$ cat src/logic/ocpwm_params.svh
// Constants for the output compare and PWM channel: offsets, fields, resets, encodings
//
// Behaviour
// - PWM modes drive the waveform only from hidden shadow copies of duty values.
// - Each PWM period lasts timer period value plus one time-base counts.
// - Compare values written anytime load into shadows only when count equals period.
// - Primary, secondary and period all zero hold the output low.
// - Secondary value above the period holds the output high.
// - Idle halt control set stops the channel while the CPU idles.
// - Time base select picks system clock, Timer1..Timer5; 110 and 101 reserved.
// - Fault zero input enable gates whether the fault input is honoured.
// - Fault status flag is set by hardware on a fault, only in mode 111.
// - With clear mode set, secondary match or software clears trigger status.
// - Mode 111 is center-aligned PWM, mode 110 edge-aligned PWM.
// - Mode 101 starts low, toggles on alternating primary and secondary matches.
// - Mode 100 starts low, toggles on primary then secondary match, once.
// - Mode 011 toggles the output on every compare event.
// - Mode 010 starts high and goes low on the compare event.
// - Mode 001 starts low and goes high on the compare event.
// - Mode 000 disables the channel.
// - Fault pin A serves channels one to four, pin B five to nine.
// - Shadow buffering only in PWM modes; otherwise writes act directly.
// - Unimplemented control bits read as zero.
// - Fault hold mode picks end of fault: new period, or flag cleared by software.
// - During a fault the output follows the fault output level bit.
`ifndef OCPWM_PARAMS_SVH
`define OCPWM_PARAMS_SVH

// ----------------------------------------
// Register offsets
// ----------------------------------------
`define OCPWM_ADDR_CTRL_ONE   4'h0
`define OCPWM_ADDR_CTRL_TWO   4'h1
`define OCPWM_ADDR_PRIMARY    4'h2
`define OCPWM_ADDR_SECONDARY  4'h3
`define OCPWM_ADDR_PERIOD     4'h4
`define OCPWM_ADDR_COUNT      4'h5

// ----------------------------------------
// Field positions, first control register
// ----------------------------------------
`define OCPWM_C1_IDLE_BIT     13
`define OCPWM_C1_TSEL_HI      12
`define OCPWM_C1_TSEL_LO      10
`define OCPWM_C1_FLTEN_BIT    7
`define OCPWM_C1_FLAG_BIT     4
`define OCPWM_C1_TRIGMD_BIT   3
`define OCPWM_C1_MODE_HI      2
`define OCPWM_C1_MODE_LO      0

// ----------------------------------------
// Field positions, second control register
// ----------------------------------------
`define OCPWM_C2_HOLD_BIT     15
`define OCPWM_C2_LEVEL_BIT    14
`define OCPWM_C2_TRIGSEL_BIT  7
`define OCPWM_C2_STAT_BIT     6
`define OCPWM_C2_SYNC_HI      4
`define OCPWM_C2_SYNC_LO      0

// ----------------------------------------
// Reset values
// ----------------------------------------
`define OCPWM_CTRL_ONE_RST    10'h000
`define OCPWM_SYNC_SEL_RST    5'h0C
`define OCPWM_WORD_RST        16'h0000

// ----------------------------------------
// Encodings
// ----------------------------------------
`define OCPWM_MODE_OFF        3'h0
`define OCPWM_MODE_SS_HIGH    3'h1
`define OCPWM_MODE_SS_LOW     3'h2
`define OCPWM_MODE_TOGGLE     3'h3
`define OCPWM_MODE_DBL_ONE    3'h4
`define OCPWM_MODE_DBL_CONT   3'h5
`define OCPWM_MODE_PWM_EDGE   3'h6
`define OCPWM_MODE_PWM_CENTER 3'h7
`define OCPWM_TSEL_SYSCLK     3'h7
`define OCPWM_TSEL_TIMER1     3'h4
`define OCPWM_SYNC_NONE       5'h00
`define OCPWM_SYNC_SELF       5'h1F
`define OCPWM_FAULT_A_LAST    4

`endif

$ cat src/logic/ocpwm_pkg.sv
// Types shared by the output compare and PWM channel
package ocpwm_pkg;

	// ----------------------------------------
	// Control register images
	// ----------------------------------------
	typedef struct packed {
		logic       idle_halt_control;
		logic [2:0] time_base_select;
		logic       fault_zero_input_enable;
		logic       pwm_fault_status_flag;
		logic       trigger_status_clear_mode;
		logic [2:0] compare_mode_select;
	} ocpwm_ctrl_one_t;

	typedef struct packed {
		logic       fault_hold_mode;
		logic       fault_output_level;
		logic       trigger_or_sync_select;
		logic       trigger_running_status;
		logic [4:0] sync_source_select;
	} ocpwm_ctrl_two_t;

	// ----------------------------------------
	// Double compare sequencer
	// ----------------------------------------
	typedef enum logic [1:0] {
		OCPWM_WAIT_PRIMARY,
		OCPWM_WAIT_SECONDARY,
		OCPWM_DONE
	} ocpwm_seq_t;

endpackage : ocpwm_pkg

$ cat src/logic/ocpwm_unit.sv
// Output compare and PWM channel with register port
//
// The address-and-strobe port and the placing of the registers are this design's own decisions.
`timescale 1ns/1ps
`default_nettype none
`include "ocpwm_params.svh"

module ocpwm_unit #(
	parameter int CHANNEL = 1
) (
	// Clock and reset
	input  wire logic        clk_in,
	input  wire logic        nrst_in,
	// Register port
	input  wire logic [3:0]  addr_in,
	input  wire logic [15:0] wdata_in,
	input  wire logic        wr_in,
	input  wire logic        rd_in,
	output logic      [15:0] rdata_out,
	// Time base and system
	input  wire logic [4:0]  timer_tick_in,
	input  wire logic        cpu_idle_in,
	input  wire logic        sync_event_in,
	input  wire logic        trigger_event_in,
	// Fault pins, active low
	input  wire logic        fault_pin_a_n_in,
	input  wire logic        fault_pin_b_n_in,
	// Output
	output logic             compare_output_pin_out,
	output logic             compare_event_out
);

	// ----------------------------------------
	// State
	// ----------------------------------------
	ocpwm_pkg::ocpwm_ctrl_one_t ctrl_one;
	ocpwm_pkg::ocpwm_ctrl_one_t next_ctrl_one;
	ocpwm_pkg::ocpwm_ctrl_two_t ctrl_two;
	ocpwm_pkg::ocpwm_ctrl_two_t next_ctrl_two;
	ocpwm_pkg::ocpwm_seq_t      seq;
	ocpwm_pkg::ocpwm_seq_t      next_seq;

	logic [15:0] primary_compare_value;
	logic [15:0] next_primary_compare_value;
	logic [15:0] secondary_compare_value;
	logic [15:0] next_secondary_compare_value;
	logic [15:0] timer_period;
	logic [15:0] next_timer_period;
	logic [15:0] primary_shadow;
	logic [15:0] next_primary_shadow;
	logic [15:0] secondary_shadow;
	logic [15:0] next_secondary_shadow;
	logic        fault_active;
	logic        next_fault_active;
	logic        next_pin;
	logic        next_event;
	logic [15:0] next_rdata;

	// ----------------------------------------
	// Decode and shared terms
	// ----------------------------------------
	logic        wr_one;
	logic        wr_two;
	logic        pwm_mode;
	logic [2:0]  mode;
	logic [2:0]  wr_mode;
	logic        tick;
	logic        period_end;
	logic [15:0] internal_counter;
	logic        primary_match;
	logic        secondary_match;
	logic        hold_clear;
	logic        sync_reset;
	logic [1:0]  fault_sync;
	logic        fault_raw;
	logic        fault_event;

	assign mode    = ctrl_one.compare_mode_select;
	assign wr_mode = wdata_in[`OCPWM_C1_MODE_HI:`OCPWM_C1_MODE_LO];

	always_comb begin
		wr_one = 1'b0;
		wr_two = 1'b0;
		if (wr_in && (addr_in == `OCPWM_ADDR_CTRL_ONE)) begin
			wr_one = 1'b1;
		end else if (wr_in && (addr_in == `OCPWM_ADDR_CTRL_TWO)) begin
			wr_two = 1'b1;
		end
	end

	assign pwm_mode = (mode == `OCPWM_MODE_PWM_EDGE) || (mode == `OCPWM_MODE_PWM_CENTER);

	// Counter held clear while disabled or waiting for a trigger
	assign hold_clear = (mode == `OCPWM_MODE_OFF)
		|| (ctrl_two.trigger_or_sync_select && !ctrl_two.trigger_running_status);
	// Self-sync needs no external reset: the period match already restarts it
	assign sync_reset = sync_event_in && !ctrl_two.trigger_or_sync_select
		&& (ctrl_two.sync_source_select != `OCPWM_SYNC_NONE)
		&& (ctrl_two.sync_source_select != `OCPWM_SYNC_SELF);

	ocpwm_time_base u_time_base (
		.clk_in              (clk_in),
		.nrst_in             (nrst_in),
		.timer_tick_in       (timer_tick_in),
		.time_base_select_in (ctrl_one.time_base_select),
		.halt_in             (cpu_idle_in && ctrl_one.idle_halt_control),
		.hold_clear_in       (hold_clear),
		.sync_reset_in       (sync_reset),
		.timer_period_in     (timer_period),
		.tick_out            (tick),
		.period_end_out      (period_end),
		.count_out           (internal_counter)
	);

	assign primary_match   = tick && (internal_counter == primary_compare_value);
	assign secondary_match = tick && (internal_counter == secondary_compare_value);

	// ----------------------------------------
	// Fault input
	// ----------------------------------------
	ocpwm_sync2 #(
		.WIDTH (2)
	) u_fault_sync (
		.clk_in   (clk_in),
		.nrst_in  (nrst_in),
		.async_in ({fault_pin_b_n_in, fault_pin_a_n_in}),
		.sync_out (fault_sync)
	);

	assign fault_raw   = (CHANNEL <= `OCPWM_FAULT_A_LAST) ? !fault_sync[0] : !fault_sync[1];
	assign fault_event = fault_raw && ctrl_one.fault_zero_input_enable && pwm_mode;

	// ----------------------------------------
	// Control registers
	// ----------------------------------------
	always_comb begin
		next_ctrl_one = ctrl_one;
		next_ctrl_two = ctrl_two;
		next_fault_active = fault_active;
		if (wr_one) begin
			next_ctrl_one.idle_halt_control         = wdata_in[`OCPWM_C1_IDLE_BIT];
			next_ctrl_one.time_base_select          =
				wdata_in[`OCPWM_C1_TSEL_HI:`OCPWM_C1_TSEL_LO];
			next_ctrl_one.fault_zero_input_enable   = wdata_in[`OCPWM_C1_FLTEN_BIT];
			next_ctrl_one.trigger_status_clear_mode = wdata_in[`OCPWM_C1_TRIGMD_BIT];
			next_ctrl_one.compare_mode_select       = wr_mode;
			// Software may only clear the flag, and only in hold mode
			if (ctrl_two.fault_hold_mode && !wdata_in[`OCPWM_C1_FLAG_BIT]) begin
				next_ctrl_one.pwm_fault_status_flag = 1'b0;
			end
		end
		if (wr_two) begin
			next_ctrl_two.fault_hold_mode        = wdata_in[`OCPWM_C2_HOLD_BIT];
			next_ctrl_two.fault_output_level     = wdata_in[`OCPWM_C2_LEVEL_BIT];
			next_ctrl_two.trigger_or_sync_select = wdata_in[`OCPWM_C2_TRIGSEL_BIT];
			next_ctrl_two.trigger_running_status = wdata_in[`OCPWM_C2_STAT_BIT];
			next_ctrl_two.sync_source_select     =
				wdata_in[`OCPWM_C2_SYNC_HI:`OCPWM_C2_SYNC_LO];
		end
		// Hardware clear of trigger status, then set, so the set wins
		if (ctrl_one.trigger_status_clear_mode && tick
			&& (secondary_compare_value == internal_counter)) begin
			next_ctrl_two.trigger_running_status = 1'b0;
		end
		if (trigger_event_in && ctrl_two.trigger_or_sync_select) begin
			next_ctrl_two.trigger_running_status = 1'b1;
		end
		// Fault state ends per hold mode once the source is gone
		if (fault_active && !fault_raw) begin
			if (!ctrl_two.fault_hold_mode && period_end) begin
				next_fault_active = 1'b0;
				next_ctrl_one.pwm_fault_status_flag = 1'b0;
			end else if (ctrl_two.fault_hold_mode && !ctrl_one.pwm_fault_status_flag) begin
				next_fault_active = 1'b0;
			end
		end
		if (!pwm_mode) begin
			next_fault_active = 1'b0;
		end
		if (fault_event) begin
			next_fault_active = 1'b1;
			if (mode == `OCPWM_MODE_PWM_CENTER) begin
				next_ctrl_one.pwm_fault_status_flag = 1'b1;
			end
		end
	end

	// ----------------------------------------
	// Compare values and shadows
	// ----------------------------------------
	always_comb begin
		next_primary_compare_value   = primary_compare_value;
		next_secondary_compare_value = secondary_compare_value;
		next_timer_period            = timer_period;
		if (wr_in && (addr_in == `OCPWM_ADDR_PRIMARY)) begin
			next_primary_compare_value = wdata_in;
		end else if (wr_in && (addr_in == `OCPWM_ADDR_SECONDARY)) begin
			next_secondary_compare_value = wdata_in;
		end else if (wr_in && (addr_in == `OCPWM_ADDR_PERIOD)) begin
			next_timer_period = wdata_in;
		end
		next_primary_shadow   = primary_shadow;
		next_secondary_shadow = secondary_shadow;
		// Outside PWM the shadows track live values, so PWM entry starts clean
		if (!pwm_mode || period_end) begin
			next_primary_shadow   = primary_compare_value;
			next_secondary_shadow = secondary_compare_value;
		end
	end

	// ----------------------------------------
	// Output waveform
	// ----------------------------------------
	always_comb begin
		next_pin   = compare_output_pin_out;
		next_seq   = seq;
		next_event = 1'b0;
		if (wr_one) begin
			// Rewriting the register re-arms single-shot modes
			next_seq = ocpwm_pkg::OCPWM_WAIT_PRIMARY;
			next_pin = (wr_mode == `OCPWM_MODE_SS_LOW);
			if ((wr_mode == `OCPWM_MODE_TOGGLE) && (wr_mode == mode)) begin
				next_pin = compare_output_pin_out;
			end
		end else begin
			case (mode)
				`OCPWM_MODE_OFF: begin
					next_pin = 1'b0;
				end
				`OCPWM_MODE_SS_HIGH: begin
					if (primary_match && (seq == ocpwm_pkg::OCPWM_WAIT_PRIMARY)) begin
						next_pin   = 1'b1;
						next_seq   = ocpwm_pkg::OCPWM_DONE;
						next_event = 1'b1;
					end
				end
				`OCPWM_MODE_SS_LOW: begin
					if (primary_match && (seq == ocpwm_pkg::OCPWM_WAIT_PRIMARY)) begin
						next_pin   = 1'b0;
						next_seq   = ocpwm_pkg::OCPWM_DONE;
						next_event = 1'b1;
					end
				end
				`OCPWM_MODE_TOGGLE: begin
					if (primary_match) begin
						next_pin   = !compare_output_pin_out;
						next_event = 1'b1;
					end
				end
				`OCPWM_MODE_DBL_ONE, `OCPWM_MODE_DBL_CONT: begin
					if (primary_match && (seq == ocpwm_pkg::OCPWM_WAIT_PRIMARY)) begin
						next_pin = !compare_output_pin_out;
						next_seq = ocpwm_pkg::OCPWM_WAIT_SECONDARY;
					end else if (secondary_match
						&& (seq == ocpwm_pkg::OCPWM_WAIT_SECONDARY)) begin
						next_pin   = !compare_output_pin_out;
						next_event = 1'b1;
						next_seq   = (mode == `OCPWM_MODE_DBL_CONT) ?
							ocpwm_pkg::OCPWM_WAIT_PRIMARY : ocpwm_pkg::OCPWM_DONE;
					end
				end
				default: begin
					if (fault_active) begin
						next_pin = ctrl_two.fault_output_level;
					end else if (secondary_shadow > timer_period) begin
						next_pin = 1'b1;
					end else if (mode == `OCPWM_MODE_PWM_CENTER) begin
						next_pin = (internal_counter >= primary_shadow)
							&& (internal_counter < secondary_shadow);
					end else begin
						next_pin = (internal_counter < secondary_shadow);
					end
					next_event = period_end;
				end
			endcase
		end
	end

	// ----------------------------------------
	// Read data, valid only the cycle after a read
	// ----------------------------------------
	always_comb begin
		next_rdata = 16'h0000;
		if (rd_in) begin
			if (addr_in == `OCPWM_ADDR_CTRL_ONE) begin
				next_rdata = {2'b00, ctrl_one.idle_halt_control, ctrl_one.time_base_select,
					2'b00, ctrl_one.fault_zero_input_enable, 2'b00,
					ctrl_one.pwm_fault_status_flag, ctrl_one.trigger_status_clear_mode,
					ctrl_one.compare_mode_select};
			end else if (addr_in == `OCPWM_ADDR_CTRL_TWO) begin
				next_rdata = {ctrl_two.fault_hold_mode, ctrl_two.fault_output_level, 6'h00,
					ctrl_two.trigger_or_sync_select, ctrl_two.trigger_running_status, 1'b0,
					ctrl_two.sync_source_select};
			end else if (addr_in == `OCPWM_ADDR_PRIMARY) begin
				next_rdata = primary_compare_value;
			end else if (addr_in == `OCPWM_ADDR_SECONDARY) begin
				next_rdata = secondary_compare_value;
			end else if (addr_in == `OCPWM_ADDR_PERIOD) begin
				next_rdata = timer_period;
			end else if (addr_in == `OCPWM_ADDR_COUNT) begin
				next_rdata = internal_counter;
			end
		end
	end

	// ----------------------------------------
	// Registers
	// ----------------------------------------
	always_ff @(posedge clk_in or negedge nrst_in) begin
		if (!nrst_in) begin
			ctrl_one                         <= `OCPWM_CTRL_ONE_RST;
			ctrl_two.fault_hold_mode         <= 1'b0;
			ctrl_two.fault_output_level      <= 1'b0;
			ctrl_two.trigger_or_sync_select  <= 1'b0;
			ctrl_two.trigger_running_status  <= 1'b0;
			ctrl_two.sync_source_select      <= `OCPWM_SYNC_SEL_RST;
			seq                              <= ocpwm_pkg::OCPWM_WAIT_PRIMARY;
			primary_compare_value            <= `OCPWM_WORD_RST;
			secondary_compare_value          <= `OCPWM_WORD_RST;
			timer_period                     <= `OCPWM_WORD_RST;
			primary_shadow                   <= `OCPWM_WORD_RST;
			secondary_shadow                 <= `OCPWM_WORD_RST;
			fault_active                     <= 1'b0;
			compare_output_pin_out           <= 1'b0;
			compare_event_out                <= 1'b0;
			rdata_out                        <= `OCPWM_WORD_RST;
		end else begin
			ctrl_one                         <= next_ctrl_one;
			ctrl_two                         <= next_ctrl_two;
			seq                              <= next_seq;
			primary_compare_value            <= next_primary_compare_value;
			secondary_compare_value          <= next_secondary_compare_value;
			timer_period                     <= next_timer_period;
			primary_shadow                   <= next_primary_shadow;
			secondary_shadow                 <= next_secondary_shadow;
			fault_active                     <= next_fault_active;
			compare_output_pin_out           <= next_pin;
			compare_event_out                <= next_event;
			rdata_out                        <= next_rdata;
		end
	end

endmodule : ocpwm_unit

`default_nettype wire

$ cat src/logic/ocpwm_sync2.sv
// Two flip-flop synchroniser for asynchronous pin levels
`timescale 1ns/1ps
`default_nettype none

module ocpwm_sync2 #(
	parameter int WIDTH = 1
) (
	// Clock and reset
	input  wire logic             clk_in,
	input  wire logic             nrst_in,
	// Levels
	input  wire logic [WIDTH-1:0] async_in,
	output logic      [WIDTH-1:0] sync_out
);

	logic [WIDTH-1:0] stage_one;

	// Reset to all ones: fault pins idle high
	always_ff @(posedge clk_in or negedge nrst_in) begin
		if (!nrst_in) begin
			stage_one <= '1;
			sync_out  <= '1;
		end else begin
			stage_one <= async_in;
			sync_out  <= stage_one;
		end
	end

endmodule : ocpwm_sync2

`default_nettype wire

$ cat src/logic/ocpwm_time_base.sv
// Tick selection and internal counter of the channel
`timescale 1ns/1ps
`default_nettype none
`include "ocpwm_params.svh"

module ocpwm_time_base (
	// Clock and reset
	input  wire logic        clk_in,
	input  wire logic        nrst_in,
	// Tick sources: Timer2, Timer3, Timer4, Timer5, Timer1
	input  wire logic [4:0]  timer_tick_in,
	input  wire logic [2:0]  time_base_select_in,
	// Control
	input  wire logic        halt_in,
	input  wire logic        hold_clear_in,
	input  wire logic        sync_reset_in,
	input  wire logic [15:0] timer_period_in,
	// Results
	output logic             tick_out,
	output logic             period_end_out,
	output logic      [15:0] count_out
);

	logic [15:0] next_count;

	// ----------------------------------------
	// Tick select
	// ----------------------------------------
	always_comb begin
		tick_out = 1'b0;
		if (halt_in) begin
			tick_out = 1'b0;
		end else if (time_base_select_in == `OCPWM_TSEL_SYSCLK) begin
			tick_out = 1'b1;
		end else if (time_base_select_in <= `OCPWM_TSEL_TIMER1) begin
			tick_out = timer_tick_in[time_base_select_in];
		end
		period_end_out = tick_out && (count_out == timer_period_in);
	end

	// ----------------------------------------
	// Counter, wraps after period plus one ticks
	// ----------------------------------------
	always_comb begin
		next_count = count_out;
		if (hold_clear_in || sync_reset_in) begin
			next_count = 16'h0000;
		end else if (period_end_out) begin
			next_count = 16'h0000;
		end else if (tick_out) begin
			next_count = count_out + 16'h0001;
		end
	end

	always_ff @(posedge clk_in or negedge nrst_in) begin
		if (!nrst_in) begin
			count_out <= 16'h0000;
		end else begin
			count_out <= next_count;
		end
	end

endmodule : ocpwm_time_base

`default_nettype wire

$ cat config.mk
export PLATFORM = sky130hd
export DESIGN_NAME = ocpwm_unit
export DESIGN_NICKNAME = d
export VERILOG_FILES = /design/src/logic/ocpwm_pkg.sv /design/src/logic/ocpwm_unit.sv /design/src/logic/ocpwm_sync2.sv /design/src/logic/ocpwm_time_base.sv
export VERILOG_INCLUDE_DIRS = /design/src /design/src/logic
export SDC_FILE = /design/constraint.sdc
export NUM_CORES = 1
export LEC_CHECK = 0
export BUFFER_PORTS_ARGS = -buffer_cell sky130_fd_sc_hd__buf_2
export CAP_MARGIN = 20
export CELL_PAD_IN_SITES_DETAIL_PLACEMENT = 1
export CELL_PAD_IN_SITES_GLOBAL_PLACEMENT = 1
export CORE_MARGIN = 3
export CORE_UTILIZATION = 53
export DETAILED_ROUTE_END_ITERATION = 8
export MAX_ROUTING_LAYER = met4
export PLACE_DENSITY = 0.83
export SYNTH_ARGS = -nofsm -noshare
export SYNTH_HDL_FRONTEND = slang
export SYNTH_SLANG_ARGS = --single-unit
export TNS_END_PERCENT = 30
$ cat constraint.sdc
create_clock -name clk_in -period 4.1 [get_ports clk_in]
set_input_delay 0.205 -clock clk_in [delete_from_list [all_inputs] [get_ports clk_in]]
set_output_delay 0.205 -clock clk_in [all_outputs]
set_load 0.03 [all_outputs]
# [After elaboration in Yosys (flattened, before gate mapping)]
# Cells that the tools add are included.
[totals] register_bits=138 inputBits=34 output_inout_bits=18 wordCells=169
[classes] add_sub_neg=1 n_lt_le_gt_ge=5 eq_ne=30 n_mux=55 bitwise=2 n_reduce_logical=52
[op_table] cell="16-bit 2-to-1 mux" count=10
[op_table] cell="16-bit equality test" count=4
[op_table] cell="1-bit 2-to-1 mux" count=34
[op_table] cell="1-bit logical AND" count=26
[op_table] cell="16-bit by 1-bit adder with 16-bit output, second input constant" count=1
[op_table] cell="16-bit >= comparator" count=1
[op_table] cell="16-bit > comparator" count=1
[op_table] cell="16-bit less-than comparator" count=1
[op_table] cell="3-bit equality test, second input constant" count=5
[op_table] cell="3-bit by 2-bit equality test with 1-bit output, second input constant" count=4
[op_table] cell="2-bit 2-to-1 mux" count=5
[op_table] cell="3-bit != test, second input constant" count=3
[op_table] cell="3-bit nonzero test" count=3
[op_table] cell="4-bit by 2-bit equality test with 1-bit output, second input constant" count=2
[op_table] cell="4-bit by 3-bit equality test with 1-bit output, second input constant" count=2
[op_table] cell="1-bit zero test" count=8
[op_table] cell="6-bit 2-to-1 mux" count=1
[op_table] cell="3-bit by 1-bit != test with 1-bit output, second input constant" count=2
[op_table] cell="3-bit AND reduction" count=2
[op_table] cell="5-bit 2-to-1 mux" count=1
[op_table] cell="5-bit != test, second input constant" count=1
[op_table] cell="1-bit case mux with 5 select lines" count=1
[op_table] cell="5-bit AND reduction" count=1
[op_table] cell="5-bit nonzero test" count=1
[op_table] cell="19 further kinds" count=25

# [Longest topological paths before layout]
[depth] word_depth=11 ltp_mapped=10 mapped_depth_nobuf=9

# [Hierarchy]
# A second synthesis with hierarchy kept.
[unflattened] cells_unflattened=819 hier_area_um2=7970.1
[modules_own_cells] mod="ocpwm_unit" instances=1 cells_each=693 area_per_inst_um2=6780.3 seq_area_each_um2=3005.4
[modules_own_cells] mod="ocpwm_time_base" instances=1 cells_each=122 area_per_inst_um2=1084.8 seq_area_each_um2=400.4
[modules_own_cells] mod="ocpwm_sync2" instances=1 cells_each=4 area_per_inst_um2=105.1 seq_area_each_um2=105.1

# [Worst setup path before layout]
# OpenSTA, ideal clock, no wires.
[synth_path] path_type="register to register" startpoint="reg timer_period[14]" endpoint="reg compare_output_pin_out" setup_ns=0.125 arrival_time_ns=2.120 required_ns=3.975 path_slack_ns=1.855 stages_incl_launch_ff=9 path_buffers=0 synth_period_minus_slack_ns=2.245 cell_sequence="dfrtp_1 -> inv_1 -> ha_1 -> nand4_1 -> or4_1 -> o21ba_1 -> a221oi_1 -> o21ai_1 -> mux2_2"
[synth_via] elab_chain_len=5
[synth_rtl] item="start, declared" line_no="ocpwm_unit.sv:47" text="logic [15:0] timer_period;"
[synth_rtl] item="start signal, assigned" line_no="ocpwm_unit.sv:320" text="timer_period <= `OCPWM_WORD_RST;"
[synth_rtl] item="start signal, assigned" line_no="ocpwm_unit.sv:333" text="timer_period <= next_timer_period;"
[synth_rtl] item="16-bit > comparator" line_no="ocpwm_unit.sv:265" text="end else if (secondary_shadow > timer_period) begin"
[synth_rtl] item="1-bit 2-to-1 mux" line_no="ocpwm_unit.sv:265"
[synth_rtl] item="1-bit 2-to-1 mux" line_no="ocpwm_unit.sv:263" text="if (fault_active) begin"
[synth_rtl] item="1-bit case mux with 5 select lines" line_no="ocpwm_unit.sv:226" text="case (mode)"
[synth_rtl] item="1-bit 2-to-1 mux" line_no="ocpwm_unit.sv:218" text="if (wr_one) begin"
[synth_rtl] item="end signal, assigned" line_no="ocpwm_unit.sv:337" text="compare_output_pin_out <= next_pin;"
[synth_rtl] item="end, declared" line_no="ocpwm_unit.sv:29" text="output logic compare_output_pin_out,"
# Every way passes these cells.
# A chain may end at the register's enable or synchronous reset.

# [Final worst setup path]
[layout_path] startpoint="reg u_time_base.count_out[9]" endpoint="reg compare_output_pin_out"
[layout_via] elab_chain_len=7 word_cells_on_any_way=20 classes_between="order compare: 2; eq/ne: 6; mux: 6; reduce/logical: 6"
[layout_rtl] item="start, declared" line_no="ocpwm_time_base.sv:21" text="output logic [15:0] count_out"
[layout_rtl] item="start signal, assigned" line_no="ocpwm_time_base.sv:59" text="count_out <= next_count;"
[layout_rtl] item="16-bit >= comparator or 16-bit less-than comparator (tied branches)" line_no="ocpwm_unit.sv:268, ocpwm_unit.sv:269, ocpwm_unit.sv:271"
[layout_rtl] item="1-bit logical AND" line_no="ocpwm_unit.sv:269" text="&& (internal_counter < secondary_shadow);"
[layout_rtl] item="1-bit 2-to-1 mux" line_no="ocpwm_unit.sv:267" text="end else if (mode == `OCPWM_MODE_PWM_CENTER) begin"
[layout_rtl] item="1-bit 2-to-1 mux" line_no="ocpwm_unit.sv:265"
[layout_rtl] item="1-bit 2-to-1 mux" line_no="ocpwm_unit.sv:263"
[layout_rtl] item="1-bit case mux with 5 select lines" line_no="ocpwm_unit.sv:226"
[layout_rtl] item="1-bit 2-to-1 mux" line_no="ocpwm_unit.sv:218"
# Several ways; a longest one is shown, not always the timed one.

==> results by group <==
Outcome
  • Status: complete, no violations

Power
  • Peak supply drop: 0.000333 V
  • Power Density: 546 nW/um^2
  • Pleak: 4.33 nW

CTS
  • Cts hold-fix bufs: 3
  • Clock transition at path regs: 0.06 ns
  • Setup Fix Bufs, Post-CTS: 0
  • Clock buffer depth: 2
  • CTS tree: yes
  • Worst-skew pair later-pin latency: 0.44 ns
  • H-Tree Depth: 4
  • Cts bufs inserted: 17
  • # resized after CTS: 0
  • CTS root buffer: clkbuf_16
  • Clock sink count: 138

Detailed routing
  • DR iter-0 viols: 467
  • Antenna-violating nets left: 0
  • Via-per-instance ratio: around 6.4
  • DRC Markers: 0
  • Routed wire length: 26000 um
  • Via count: 6422
  • Drt pass-1 iters: 5
  • WL per Instance: 25.9 um

Floorplanning
  • Num rows: 44
  • Core area: 14800 um^2
  • Die X-Extent: 130 um
  • Initial Util: a little under three fifths
  • Die Ht: 130 um
  • Die area: 16900 um^2
  • Ports: 52

Setup path
  • Internal reg-to-reg setup slack: 1.10 ns
  • Critical path class: reg -> reg
  • RR Startpoint: u_time_base.count_out[9]
  • Worst Setup SP: u_time_base.count_out[9]
  • Reg2Reg Depth: 8
  • Worst EP required: between 4 and 5 ns
  • Ordered cell list for the critical path: ha_1 > a21oi_1 > o21ai_0 > a2111oi_0 > a21oi_1 > a2111oi_0 > o21ai_1 > mux2_2
  • Setup crit end kind: flip-flop
  • Crit path DAT: ~3.3 ns
  • CP max FO: 10
  • Crit path launch type: flip-flop
  • Reg2reg end: compare_output_pin_out
  • Slowest CP cell: a2111oi_0
  • Setup crit end: compare_output_pin_out
  • CP max stage delay: between 0.6 and 0.7 ns

GRT
  • Initial antenna violation count: 0
  • Vias in the first global route: between 6000 and 7000
  • First-pass GRT wire length: 40300 um
  • Tot GR Track Use: 33.4%
  • Overflow after GRT: 0
  • Largest net degree at the start of global routing: ~110

Final layout
  • Share of layout cells above drive strength 1: about a fifth
  • Final net count: just under 900
  • Fillers: 1609
  • # diodes: 0
  • Area growth syn-to-layout: 12.4%

Yosys
  • Synth cell types: 69
  • Main synth FF type: dfrtp_1
  • Post-synth ARST share: 100%
  • Seq/Total Area, Yosys: 42.4%
  • Syn Area/Cell: approximately 11 um^2
  • Synthesized Nets: 858
  • Synth warn: 0
  • Synthesized instance count: 776
  • EDFF count, synth: 0
  • Mapped Area: 8150 um^2
  • Yosys reg bits: 138

STA
  • Slew @ Worst Pin: about 1 ns
  • Hold WS: 0.0386 ns
  • Hold Violations, Final: 0
  • Max Freq: between 0.3 and 0.4 GHz
  • Number of setup violations in the final report: 0
  • Rel. slew slack: 33.0%
  • Fin Clk Skew: 0.0133 ns
  • Setup TNS: 0 ns
  • Final Critical Period: 3.00 ns
  • Max Slew Vio Count: 0
  • Final period util: 73.2%
  • Final Worst Setup Slack: ~1.1 ns
  • RSZ-0062 raised after global routing: no

Flow run
  • Max-cap viol count: 0

Placed design
  • Placer Congestion: 0.918
  • Minimum setup slack after placement: 1.16 ns
  • HPWL Detailed: approximately 18000 um
  • Port bufs: 50

Hold path
  • Type of the tightest min-delay check: in -> reg
-- through the flow --
| stage | area [um^2] | cells | util [%] | power (mW) |
|---|---|---|---|---|
| after global placement | 8440 | 970 | 57.0 | 3.16 |
| final | 9160 | 1007 | 61.9 | 5.01 |
| after detailed placement | 8470 | 971 | 57.2 | 3.28 |
| after CTS | 9140 | 1006 | 61.7 | 5.00 |
| after global routing | 9160 | 1007 | 61.9 | 5.24 |
| after floorplan | 8150 | 776 | - | 2.77 |
-- worst max-delay path, delay by kind of cell (launching register included) --
family	cells	cell delay, ns
AO/OA/AOI/OAI	6	1.71
adder cells (fa/ha/maj)	1	0.33
flip-flops	1	0.55
multiplexers	1	0.29
-- area by class of cell --
cell class	instances	area (um^2)	share of cell area (%)
clock buffer	17	425	4.64
clock inverter	15	210	2.29
inverter	58	218	2.38
multi-input combinational	537	4260	46.5
sequential	138	3460	37.7
tap	184	230	2.51
timing repair buffer	58	364	3.97
-- layout by cell type, fill, tap and decap left out, drive strengths merged, types with 5 or more instances in the layout --
cell type,netlist,routed
dfrtp,134,134
mux2,95,95
inv,58,65
buf,33,55
ha,48,48
nand2,47,47
a21oi,43,43
nor2,33,33
xor2,33,33
o21ai,30,30
xnor2,25,25
clkbuf,10,17
mux2i,16,16
nor2b,16,16
nor4,12,12
nor3,11,11
nand4,10,10
nand3,10,10
nand2b,9,9
a21o,8,8
a221oi,7,7
o22ai,7,7
and3,7,7
nor3b,7,7
or3,5,5
a22oi,5,5
a31oi,5,5
o221ai,5,5
-- flip-flops by register name (all words and copies together), names as in the netlist --
register                 flops
compare_event_out            1
compare_output_pin_out       1
ctrl_one                     7
ctrl_two                     9
fault_active                 1
mode                         3
primary_compare_value       16
primary_shadow              16
rdata_out                   16
secondary_compare_value     16
secondary_shadow            16
seq                          2
timer_period                16
u_fault_sync.stage_one       1
u_fault_sync.sync_out        1
u_time_base.count_out       16
-- cells in the mapped netlist (8+ instances only) --
library cell	count	area [um^2]
a21oi_1	42	210
buf_2	27	135
dfrtp_1	134	3350
inv_1	58	218
mux2_2	65	732
ha_1	48	601
nor3_1	9	45.0
nand4_1	10	62.6
xor2_1	33	289
o21ai_0	28	140
clkbuf_1	10	37.5
nor2b_1	16	100
mux2i_1	16	160
nand2_1	43	161
a21o_1	8	60.1
nand3_1	10	50.1
mux2_1	30	338
nor4_1	11	68.8
xnor2_1	25	219
nand2b_1	8	50.1
nor2_1	33	124
-- where the power goes --
| part | total, mW | switching (mW) | internal (mW) |
|---|---|---|---|
| sequential | 2.00 | 0.361 | 1.64 |
| combinational | 1.31 | 0.748 | 0.563 |
| clock | 1.69 | 0.662 | 1.03 |
| total | 5.01 | 1.77 | 3.23 |
-- kinds of logic (layout without fill, tap and decap cells) --
group | after synthesis | count (layout) | share of synthesized area, %
adders and majority gates | 48 | 48 | 7.37
and+or+nand+nor | 179 | 179 | 12.0
muxes | 111 | 111 | 15.1
xor gates and xnor gates | 58 | 58 | 6.23
buffers and inverters | 101 | 148 | 5.43
DFF | 138 | 138 | 42.4
AOI/OAI and AO/OA | 141 | 141 | 11.4
-- how the worst min path moves through the flow --
| stage | startpoint | to | slack (ns) | depth (start not counted) |
|---|---|---|---|---|
| 2_1_floorplan | nrst_in | compare_event_out | -0.09 | 0 |
| 3_3_place_gp | fault_pin_a_n_in | u_fault_sync.stage_one[0] | 0.31 | 1 |
| 3_5_place_dp | fault_pin_a_n_in | u_fault_sync.stage_one[0] | 0.32 | 1 |
| 4_1_cts | wdata_in[8] | secondary_compare_value[8] | 0.04 | 2 |
| 5_1_grt | wdata_in[9] | secondary_compare_value[9] | 0.04 | 2 |
| 6_report | wdata_in[8] | timer_period[8] | 0.04 | 2 |
-- routing by layer --
layer  global-route usage, %  routed length [um]  vias up
li1                        -                   -     2822
met1                    41.4               11000     3311
met2                    53.4               12700      221
met3                    7.82                1430       68
met4                    12.7                 953        0
met5                       -                   0        -
No activity file was read; power rests on OpenSTA's default activity.
